## config.mk

```make
export PLATFORM = sky130hd
export DESIGN_NAME = hscs_top
export DESIGN_NICKNAME = d
export VERILOG_FILES = /design/src/hw/hscs_pkg.sv /design/src/hw/hscs_out_chan.sv /design/src/hw/hscs_top.sv
export SDC_FILE = /design/constraint.sdc
export NUM_CORES = 2
export LEC_CHECK = 0
export BUFFER_PORTS_ARGS = -buffer_cell sky130_fd_sc_hd__buf_4
export CORE_ASPECT_RATIO = 1.4
export CORE_MARGIN = 2
export CORE_UTILIZATION = 35
export DETAILED_ROUTE_END_ITERATION = 6
export PLACE_DENSITY = 0.63
export RECOVER_POWER = 100
export SLEW_MARGIN = 20
export SYNTH_ARGS = -nofsm -noshare
export SYNTH_HDL_FRONTEND = slang
export SYNTH_HIERARCHICAL = 1
export SYNTH_SLANG_ARGS = --single-unit
```

## constraint.sdc

```tcl
create_clock -name clk_sys -period 6.5 [get_ports clk_sys]
set_clock_uncertainty 0.1 [all_clocks]
set_input_delay 0.325 -clock clk_sys [delete_from_list [all_inputs] [get_ports clk_sys]]
set_output_delay 0.325 -clock clk_sys [all_outputs]
set_load 0.01 [all_outputs]
```

## src/hw/hscs_pkg.sv

```systemverilog
package hscs_pkg;

   // ---------------------------------------------------------------
   // Clock and timing
   // ---------------------------------------------------------------
   localparam int CLK_HZ = 25_000_000;
   localparam int DIAG_FAST_MS = 8;
   localparam int DIAG_SLOW_MS = 50;
   // Longest response times round down to whole cycles
   localparam int DIAG_FAST_CYC = (CLK_HZ / 1000) * DIAG_FAST_MS;
   localparam int DIAG_SLOW_CYC = (CLK_HZ / 1000) * DIAG_SLOW_MS;
   localparam int ZERO_FREQ_MS = 1000;
   localparam int ZERO_FREQ_CYC = (CLK_HZ / 1000) * ZERO_FREQ_MS;

   // ---------------------------------------------------------------
   // Status word bit positions
   // ---------------------------------------------------------------
   localparam int ST_ZERO_FREQ = 1;
   localparam int ST_SEQ_LO = 2;
   localparam int ST_IN_A = 4;
   localparam int ST_OUT0_ON = 8;
   localparam int ST_OUT0_FLT = 10;
   localparam int ST_NOT_READY = 13;
   localparam int ST_NVM_BAD = 14;
   localparam int ST_CFG_FAULT = 15;
   localparam logic [15:0] STATUS_RST = 16'h2000;

   // ---------------------------------------------------------------
   // Configuration error word bit positions
   // ---------------------------------------------------------------
   localparam int EB_RESERVED = 0;
   localparam int EB_FILTER = 1;
   localparam int EB_TIMEBASE = 2;
   localparam int EB_GATE = 3;
   localparam int EB_ROLLOVER = 4;
   localparam int EB_PRESET = 5;
   localparam int EB_SCALAR = 6;
   localparam int EB_TIE = 7;
   localparam int EB_WINDOW = 8;
   localparam int EB_DECIMAL = 9;
   localparam int EB_ASSEMBLY = 10;
   localparam logic [15:0] ERR_RST = 16'h0000;

   // ---------------------------------------------------------------
   // Control bit positions and limits
   // ---------------------------------------------------------------
   localparam int CC_CLR_PRESENT = 0;
   localparam int CC_LOAD_PRESET = 1;
   localparam int CC_CLR_CAPTURED = 2;
   localparam int OC_FORCE = 0;
   localparam int OC_ENABLE = 1;
   localparam int OC_FUSE_LATCH = 2;
   localparam int OC_DIAG_SLOW = 3;
   localparam int OC_STRIDE = 4;
   localparam logic [15:0] DUTY_MAX = 16'd9500;
   localparam logic [15:0] DUTY_SPAN = 16'd10000;
   localparam logic [15:0] ASSY_NONE = 16'd0;
   localparam logic [15:0] ASSY_POLL_A = 16'd105;
   localparam logic [15:0] ASSY_POLL_B = 16'd106;
   localparam logic [31:0] ROLL_MAX = 32'h01000000;
   localparam logic [7:0] GATE_MAX = 8'd200;
   localparam logic [15:0] TB_MAX = 16'd3000;
   localparam logic [15:0] TB_STEP = 16'd10;
   localparam logic [23:0] GATE_PROD_MAX = 24'd3000;
   localparam logic [3:0] CFG_PWM = 4'd3;
   localparam logic [3:0] CFG_PERIOD = 4'd5;
   localparam logic [3:0] CFG_LAST = 4'd7;
   localparam logic [3:0] CFG_RATE = 4'd7;
   localparam logic [2:0] MODE_LAST = 3'd4;
   localparam logic signed [7:0] DEC_LO = -8'sd4;
   localparam logic signed [7:0] DEC_HI = 8'sd2;
   localparam int N_WIN = 4;

   // ---------------------------------------------------------------
   // Carriers
   // ---------------------------------------------------------------
   typedef struct packed {
      logic [15:0] poll_assy;
      logic [3:0] cfg_code;
      logic [2:0] mode;
      logic [2:0] input_filter_enables;
      logic [3:0] filter_rate;
      logic [7:0] decimal_pos;
      logic [15:0] time_base;
      logic [7:0] gate;
      logic [7:0] scalar;
      logic [3:0] ties0;
      logic [3:0] ties1;
      logic [31:0] rollover;
      logic [31:0] preset;
      logic [N_WIN-1:0][31:0] win_on;
      logic [N_WIN-1:0][31:0] win_off;
   } hscs_cfg_t;

   typedef struct packed {
      logic [15:0] duty;
      logic [7:0] cnt_ctl;
      logic [7:0] out_ctl;
   } hscs_out_img_t;

endpackage

```

## src/hw/hscs_out_chan.sv

```systemverilog
// One switched output with fault detection and fuse behaviour
module hscs_out_chan #(
   parameter int FAST_CYC = 200000,
   parameter int SLOW_CYC = 1250000
) (
   // Clock and reset
   input wire logic clk_sys,
   input wire logic nrst,
   // Control
   input wire logic [3:0] ctl,
   input wire logic demand,
   input wire logic sense,
   // Result
   output logic drive_q,
   output logic fault_q
);
   import hscs_pkg::*;

   typedef enum logic {HSCS_CH_OK, HSCS_CH_TRIP} hscs_ch_state_t;

   hscs_ch_state_t state_q, state_d;
   logic [31:0] tmr_q, tmr_d;
   logic drive_d;
   logic [31:0] limit;

   // Response time picks the filter length on the fault sense
   assign limit = ctl[OC_DIAG_SLOW] ? 32'(SLOW_CYC) : 32'(FAST_CYC);

   // ---------------------------------------------------------------
   // Trip state machine
   // ---------------------------------------------------------------
   always_comb begin
      state_d = state_q;
      tmr_d = 32'h0;
      drive_d = 1'b0;
      unique case (state_q)
         HSCS_CH_OK: begin
            drive_d = ctl[OC_ENABLE] & (ctl[OC_FORCE] | demand);
            if (drive_q && sense) begin
               tmr_d = tmr_q + 32'h1;
               if (tmr_d >= limit) begin
                  state_d = HSCS_CH_TRIP;
                  tmr_d = 32'h0;
                  drive_d = 1'b0;
               end
            end
         end
         HSCS_CH_TRIP: begin
            // Latch-off waits for enable to drop; retry waits one window
            if (ctl[OC_FUSE_LATCH]) begin
               if (!ctl[OC_ENABLE])
                  state_d = HSCS_CH_OK;
            end else begin
               tmr_d = tmr_q + 32'h1;
               if (tmr_d >= limit) begin
                  state_d = HSCS_CH_OK;
                  tmr_d = 32'h0;
               end
            end
         end
      endcase
   end

   always_ff @(posedge clk_sys or negedge nrst) begin
      if (!nrst) begin
         state_q <= HSCS_CH_OK;
         tmr_q <= 32'h0;
         drive_q <= 1'b0;
         fault_q <= 1'b0;
      end else begin
         state_q <= state_d;
         tmr_q <= tmr_d;
         drive_q <= drive_d;
         fault_q <= (state_d == HSCS_CH_TRIP);
      end
   end

endmodule // hscs_out_chan

```

## src/hw/hscs_top.sv

```systemverilog
module hscs_top #(
   parameter int FAST_CYC = hscs_pkg::DIAG_FAST_CYC,
   parameter int SLOW_CYC = hscs_pkg::DIAG_SLOW_CYC,
   parameter int ZF_CYC = hscs_pkg::ZERO_FREQ_CYC
) (
   // Clock and reset
   input wire logic clk_sys,
   input wire logic nrst,
   // Field pins
   input wire logic [2:0] in_abz,
   input wire logic [1:0] out_sense,
   input wire logic nvm_bad,
   output logic [1:0] out_drive,
   // Configuration assembly
   input wire logic cfg_wr,
   input wire hscs_pkg::hscs_cfg_t cfg,
   // Output assembly from the controller
   input wire logic out_wr,
   input wire hscs_pkg::hscs_out_img_t out_img,
   // Input assembly to the controller
   output logic [31:0] present_count,
   output logic [31:0] captured_count,
   output logic [15:0] module_status,
   output logic [15:0] config_error_word,
   output hscs_pkg::hscs_out_img_t out_image_q
);
   import hscs_pkg::*;
   // ---------------------------------------------------------------
   // Pin synchronisers
   // ---------------------------------------------------------------
   logic [5:0] sy1_q, sy2_q;
   logic [2:0] abz_prev_q;
   logic [2:0] abz_s;
   logic [1:0] sense_s;
   logic nvm_s;
   // Stage one feeds only stage two
   always_ff @(posedge clk_sys or negedge nrst) begin
      if (!nrst) begin
         sy1_q <= 6'h00;
         sy2_q <= 6'h00;
         abz_prev_q <= 3'h0;
      end else begin
         sy1_q <= {nvm_bad, out_sense, in_abz};
         sy2_q <= sy1_q;
         abz_prev_q <= sy2_q[2:0];
      end
   end
   assign abz_s = sy2_q[2:0];
   assign sense_s = sy2_q[4:3];
   assign nvm_s = sy2_q[5];

   // ---------------------------------------------------------------
   // Configuration check
   // ---------------------------------------------------------------
   function automatic logic [15:0] check_cfg(input hscs_cfg_t c);
      logic [15:0] e;
      logic pwm;
      logic [23:0] prod;
      e = 16'h0000;
      pwm = (c.cfg_code == CFG_PWM);
      prod = 24'(c.time_base) * 24'(c.gate);
      if (c.poll_assy != ASSY_NONE && c.poll_assy != ASSY_POLL_A &&
          c.poll_assy != ASSY_POLL_B)
         e[EB_ASSEMBLY] = 1'b1;
      if (c.cfg_code >= CFG_PERIOD && c.cfg_code <= CFG_LAST &&
          ($signed(c.decimal_pos) < DEC_LO ||
           $signed(c.decimal_pos) > DEC_HI))
         e[EB_DECIMAL] = 1'b1;
      for (int i = 0; i < N_WIN; i++) begin
         if ((c.win_on[i] == c.win_off[i] && c.win_on[i] != 32'h0) ||
             c.win_on[i] > c.rollover || c.win_off[i] > c.rollover)
            e[EB_WINDOW] = 1'b1;
         // In duty mode the first tie bit picks the duty drive instead
         if ((c.ties0[i] | c.ties1[i]) && !(pwm && i == 0) &&
             c.win_on[i] == 32'h0 && c.win_off[i] == 32'h0)
            e[EB_TIE] = 1'b1;
      end
      if (((c.cfg_code == CFG_PERIOD || c.cfg_code == 4'd6) &&
           c.scalar == 8'h00) || $countones(c.scalar) > 1)
         e[EB_SCALAR] = 1'b1;
      if (c.rollover != 32'h0 && c.preset >= c.rollover)
         e[EB_PRESET] = 1'b1;
      if (c.rollover > ROLL_MAX || (c.rollover == 32'h0 && !pwm) ||
          (c.rollover != 32'h0 && pwm))
         e[EB_ROLLOVER] = 1'b1;
      if ((c.cfg_code == CFG_PWM || c.cfg_code == CFG_RATE) &&
          (c.gate == 8'h00 || c.gate > GATE_MAX || prod > GATE_PROD_MAX))
         e[EB_GATE] = 1'b1;
      if ((c.time_base % TB_STEP) != 16'h0 || c.time_base > TB_MAX)
         e[EB_TIMEBASE] = 1'b1;
      if ((c.input_filter_enables != 3'h0 && c.filter_rate == 4'h0) ||
          $countones(c.filter_rate) > 1)
         e[EB_FILTER] = 1'b1;
      if (c.cfg_code > CFG_LAST || c.mode > MODE_LAST)
         e[EB_RESERVED] = 1'b1;
      return e;
   endfunction

   // ---------------------------------------------------------------
   // Configuration, run state and output image
   // ---------------------------------------------------------------
   hscs_cfg_t act_q, act_d;
   logic [15:0] err_q, err_d;
   logic run_q, run_d;
   logic ready_q, ready_d;
   hscs_out_img_t img_d;
   logic [15:0] cand_err;
   assign cand_err = check_cfg(cfg);
   // A bad set keeps the old one out of use too: no half-valid running
   always_comb begin
      act_d = act_q;
      err_d = err_q;
      run_d = run_q;
      ready_d = ready_q;
      img_d = out_image_q;
      if (cfg_wr) begin
         err_d = cand_err;
         run_d = (cand_err == 16'h0000);
         ready_d = 1'b1;
         if (cand_err == 16'h0000)
            act_d = cfg;
      end
      if (out_wr) begin
         img_d.cnt_ctl = out_img.cnt_ctl;
         img_d.out_ctl = out_img.out_ctl;
         // Out-of-range duty holds the last accepted value
         if (out_img.duty <= DUTY_MAX)
            img_d.duty = out_img.duty;
      end
   end
   always_ff @(posedge clk_sys or negedge nrst) begin
      if (!nrst) begin
         act_q <= '0;
         err_q <= ERR_RST;
         run_q <= 1'b0;
         ready_q <= 1'b0;
         out_image_q <= '0;
      end else begin
         act_q <= act_d;
         err_q <= err_d;
         run_q <= run_d;
         ready_q <= ready_d;
         out_image_q <= img_d;
      end
   end

   // ---------------------------------------------------------------
   // Counting, capture and duty generator
   // ---------------------------------------------------------------
   logic [31:0] pres_d, capt_d, zf_q, zf_d;
   logic [15:0] pwm_q, pwm_d;
   logic [1:0] seq_q, seq_d;
   logic zflag_q, zflag_d;
   logic a_rise, z_rise;
   logic [7:0] cc;
   assign a_rise = abz_s[0] & ~abz_prev_q[0];
   assign z_rise = abz_s[2] & ~abz_prev_q[2];
   assign cc = out_image_q.cnt_ctl;
   always_comb begin
      pres_d = present_count;
      capt_d = captured_count;
      seq_d = seq_q;
      zf_d = zf_q;
      zflag_d = zflag_q;
      pwm_d = (pwm_q + 16'h1 >= DUTY_SPAN) ? 16'h0 : pwm_q + 16'h1;
      if (run_q && a_rise) begin
         if (act_q.rollover != 32'h0 &&
             present_count >= act_q.rollover - 32'h1)
            pres_d = 32'h0;
         else
            pres_d = present_count + 32'h1;
      end
      // Clear beats preset when both are held
      if (cc[CC_CLR_PRESENT])
         pres_d = 32'h0;
      else if (cc[CC_LOAD_PRESET])
         pres_d = act_q.preset;
      // Full 32-bit capture, no sign handling on this side
      if (run_q && z_rise) begin
         capt_d = present_count;
         seq_d = seq_q + 2'h1;
      end
      if (cc[CC_CLR_CAPTURED])
         capt_d = 32'h0;
      // No A edge for a long stretch counts as zero frequency
      if (!run_q || a_rise) begin
         zf_d = 32'h0;
         zflag_d = 1'b0;
      end else if (zf_q >= 32'(ZF_CYC) - 32'h1) begin
         zflag_d = 1'b1;
      end else begin
         zf_d = zf_q + 32'h1;
      end
   end
   always_ff @(posedge clk_sys or negedge nrst) begin
      if (!nrst) begin
         present_count <= 32'h0;
         captured_count <= 32'h0;
         seq_q <= 2'h0;
         zf_q <= 32'h0;
         zflag_q <= 1'b0;
         pwm_q <= 16'h0;
      end else begin
         present_count <= pres_d;
         captured_count <= capt_d;
         seq_q <= seq_d;
         zf_q <= zf_d;
         zflag_q <= zflag_d;
         pwm_q <= pwm_d;
      end
   end

   // ---------------------------------------------------------------
   // Output channels
   // ---------------------------------------------------------------
   logic [N_WIN-1:0] win_hit;
   logic [1:0] demand, ch_drive, ch_fault;
   logic [1:0][3:0] ties;
   assign ties = {act_q.ties1, act_q.ties0};
   generate
      for (genvar g = 0; g < N_WIN; g++) begin : g_win
         assign win_hit[g] = (present_count >= act_q.win_on[g]) &&
                             (present_count < act_q.win_off[g]);
      end
      for (genvar g = 0; g < 2; g++) begin : g_ch
         // Duty mode drives from the setpoint, others from windows
         assign demand[g] = run_q &&
            ((act_q.cfg_code == CFG_PWM) ?
             (ties[g][0] && pwm_q < out_image_q.duty) :
             |(ties[g] & win_hit));
         hscs_out_chan #(
            .FAST_CYC(FAST_CYC),
            .SLOW_CYC(SLOW_CYC)
         ) u_chan (
            .clk_sys(clk_sys),
            .nrst(nrst),
            .ctl(out_image_q.out_ctl[g*OC_STRIDE +: OC_STRIDE]),
            .demand(demand[g]),
            .sense(sense_s[g]),
            .drive_q(ch_drive[g]),
            .fault_q(ch_fault[g])
         );
      end
   endgenerate
   assign out_drive = ch_drive;

   // ---------------------------------------------------------------
   // Status word
   // ---------------------------------------------------------------
   logic [15:0] st_d;
   always_comb begin
      st_d = 16'h0000;
      st_d[ST_ZERO_FREQ] = zflag_q;
      st_d[ST_SEQ_LO +: 2] = seq_q;
      st_d[ST_IN_A +: 3] = abz_s;
      st_d[ST_OUT0_ON +: 2] = ch_drive;
      st_d[ST_OUT0_FLT +: 2] = ch_fault;
      st_d[ST_NOT_READY] = ~ready_q;
      st_d[ST_NVM_BAD] = nvm_s;
      st_d[ST_CFG_FAULT] = |err_q;
   end
   always_ff @(posedge clk_sys or negedge nrst) begin
      if (!nrst) begin
         module_status <= STATUS_RST;
         config_error_word <= ERR_RST;
      end else begin
         module_status <= st_d;
         config_error_word <= err_q;
      end
   end
endmodule // hscs_top

```

==> results.sh <==
export IMPL_worstHoldEndpoint="err_q[10]"
export IMPL_vdd_drop_max_uv=159.6
export IMPL_dpl_cell_area_um2=55020
export IMPL_wl_per_cell_um=24.79
export IMPL_yosys_area_share_simple_pct=16.02
export IMPL_finalCritPeriodShare_pct=96.51
export IMPL_cts_buffers=73
export IMPL_critPathKind="primary input to flip-flop"
export IMPL_clock_path_buffers=3
export IMPL_viasPerCell=5.539
export IMPL_drv_slew=212
export IMPL_clkLatencyLatePin_ns=0.71
export IMPL_p_leak_nw=28.92
export IMPL_h_tree_depth=3
export IMPL_netlist_top_cells_count="659 x ha_1, 595 x dfrtp_1, 461 x inv_1, 264 x nand2_1, 260 x mux2_1"
export IMPL_track_usage_pct=27.60
export IMPL_yosysWarnings=6
export IMPL_reg2reg_to="present_count[19]"
export IMPL_syn_area_um2=47440
export IMPL_yosysSeqAreaShare_pct=31.44
export IMPL_drive_gt1_share_pct=15.64
export IMPL_finalWeightedCongestion=0.9817
export IMPL_period_minus_slack_ns=6.273
export IMPL_grt_overflow=0
export IMPL_setup_tns_ns=0
export IMPL_drtAntennaViolNets=0
export IMPL_hold_start="cfg[396]"
export IMPL_hold_class="primary input to flip-flop"
export IMPL_grt_pass1_vias=43920
export IMPL_r2r_start="act_q[288]"
export IMPL_dp_hpwl_um=151700
export IMPL_yosys_area_top_type="dfrtp_1"
export IMPL_dr_pass1_iters=7
export IMPL_io_pin_count=570
export IMPL_crit_fanout=11
export IMPL_clk_pin_slew_ns=0.07
export IMPL_dr_total_vias=43420
export IMPL_status="complete, but fails checks"
export IMPL_synthDistinctLibCells=104
export IMPL_initial_core_util_pct=35.33
export IMPL_relSlewSlack_pct=-250.4
export IMPL_grt_pass1_wl_um=282800
export IMPL_worstMarginPinSlew_ns=5.257
export IMPL_drt_iter0_drc=3181
export IMPL_reg2reg_depth=28
export IMPL_nets=7177
export IMPL_setup_violations=0
export IMPL_die_w_um=315.2
export IMPL_final_area_um2=60860
export IMPL_critPathArrivalTime_ns=6.73
export IMPL_drc_errors=0
export IMPL_endpoint_kind="flip-flop"
export IMPL_synth_compound_area_share_pct=12.14
export IMPL_synth_edf_count=0
export IMPL_fmax_mhz=159.4
export IMPL_async_reset_ff_share_pct=100.0
export IMPL_die_h_um=439.6
export IMPL_synth_area_mux_share_pct=8.614
export IMPL_rrSetupSlack_ns=0.42
export IMPL_netlist_instances=4865
export IMPL_cp_required_ns=6.96
export IMPL_numClockSinks=596
export IMPL_powerDensity_nw_per_um2=198.1
export IMPL_routed_wl_um=194400
export IMPL_dieArea_um2=138600
export IMPL_cts_root_buf="clkbuf_16"
export IMPL_worstSetupStartpointType="primary input"
export IMPL_failed_checks="max-capacitance violations, max-slew violations"
export IMPL_cts_tree="built"
export IMPL_power_total_mw=12.06
export IMPL_antenna_found_initial=30
export IMPL_synth_seq_cells=596
export IMPL_synth_ff_type="dfrtp_1"
export IMPL_grt_max_degree=134
export IMPL_ys_top_cells_by_area="dfrtp_1 31%, ha_1 17%, mux2_1 6.2%"
export IMPL_synth_xor_area_share_pct=4.726
export IMPL_synth_adder_area_share_pct=21.16
export IMPL_drv_cap=8
export IMPL_core_area_um2=134300
export IMPL_io_buffers=561
export IMPL_hold_path_cell_count=5
export IMPL_synth_top_area_share_pct=31.38
export IMPL_finalHoldViolCount=0
export IMPL_synth_most_common_cell="ha_1"
export IMPL_syn_avg_cell_area_um2=9.752
export IMPL_synth_top_family_by_area="adder cells"
export IMPL_synthToLayoutAreaGrowth_pct=28.29
export IMPL_num_rows=159
worst max-delay path, stage by stage:
cell and delay [ns]:
buf_4 0.14, and2_4 0.14, fa_2 0.39, fa_1 0.49, inv_1 0.05, fa_1 0.48
fa_1 0.54, inv_2 0.05, ha_4 0.25, inv_1 0.04, o21bai_1 0.17, a21oi_2 0.11
o21bai_1 0.25, a41oi_2 0.18, a211o_1 0.34, a211oi_2 0.22, a21oi_1 0.06, nor4_1 0.29
buf_4 0.16, nand3_1 0.07, o31a_1 0.25, or4_1 0.46, nor4_4 0.24, buf_6 0.21
buf_16 0.19, clkbuf_2 0.24, mux2_2 0.35
cell type report:
class                           instances  area, um^2
Fill cell                           12850       73420
Multi-Input combinational cell       3689       29980
Sequential cell                       596       14920
Timing Repair Buffer                 1165        9403
Tap cell                             1771        2216
Clock buffer                           94        2037
Inverter                              464        1744
Clock inverter                         36       508.0
Antenna cell                           24       60.06
power breakdown:
part,total (mW),internal [mW],switching (mW)
clock network,4.43,2.56,1.86
logic,3.76,1.70,2.06
registers,3.87,3.78,0.0888
cell usage in the layout, fill, tap and decap left out, drive strengths merged, types with 89 or more instances in the layout:
cell type,count
ha,659
buf,636
dfrtp,595
inv,465
dlygate4sd3,372
mux2,354
nand2,264
clkbuf,251
nor2,249
a21oi,225
o21ai,193
xor2,186
a21o,169
nand4,156
nor4,143
nor2b,116
nand3,101
fa,89
cell families after synthesis:
| group | after synthesis |
|---|---|
| DFF | 596 |
| and+or+nand+nor | 1420 |
| AOI/OAI and AO/OA | 868 |
| adders and majority gates | 749 |
| buffers and inverters | 609 |
| other | 3 |
| xor gates and xnor gates | 256 |
| muxes | 364 |
stage by stage:
stage	setup WS, ns	hold WS [ns]	utilization (%)	std cells
detailed placement	-0.6298	0.2396	40.97	7308
floorplan	0.009379	-0.07059	-	4894
CTS	0.08636	0.001853	45.64	7810
finish	0.2266	0.04147	45.32	7839
global placement	-0.5376	0.2342	40.97	7308
global route	-0.03931	0.01626	45.30	7828
repair_timing:
action | 4_1_cts | 5_1_grt
endpoints found under the setup margin | 0 | 315
hold buffers | 372 | 0
endpoints found under the hold margin | 458 | 0
setup buffers | 0 | 4
gates resized for setup | 0 | 12
worst max path at each step:
stage | start | endpoint | slack [ns] | cells after the start
2_1_floorplan | cfg[339] | act_q[0] | 0.009 | 27
3_3_place_gp | cfg[338] | act_q[288] | -0.54 | 27
3_5_place_dp | cfg[338] | act_q[158] | -0.63 | 26
4_1_cts | cfg[347] | act_q[17] | 0.09 | 26
5_1_grt | act_q[288] | present_count[19] | -0.04 | 28
6_report | cfg[347] | act_q[291] | 0.23 | 27
per-layer routing:
layer / up-vias / track usage (%) / wire length (um)
li1: 19700 / - / -
met2: 1936 / 45.21 / 89680
met1: 21160 / 31.96 / 73450
met4: 10 / 21.32 / 17250
met5: - / 0 / 63
met3: 616 / 4.772 / 13910
flip-flops by register name, summed over array words and instances (netlist names), 2 cells and up:
| register | cells |
|---|---|
| zf_q | 32 |
| cc | 8 |
| g_ch.u_chan/state_q | 2 |
| out_image_q | 24 |
| sy2_q | 6 |
| module_status | 11 |
| g_ch.u_chan/tmr_q | 64 |
| pwm_q | 16 |
| abz_prev_q | 2 |
| captured_count | 32 |
| present_count | 32 |
| config_error_word | 11 |
| sy1_q | 6 |
| g_ch.u_chan/drive_q | 2 |
| seq_q | 2 |
| act_q | 332 |
| err_q | 11 |
No activity file was read; power rests on OpenSTA's default activity.
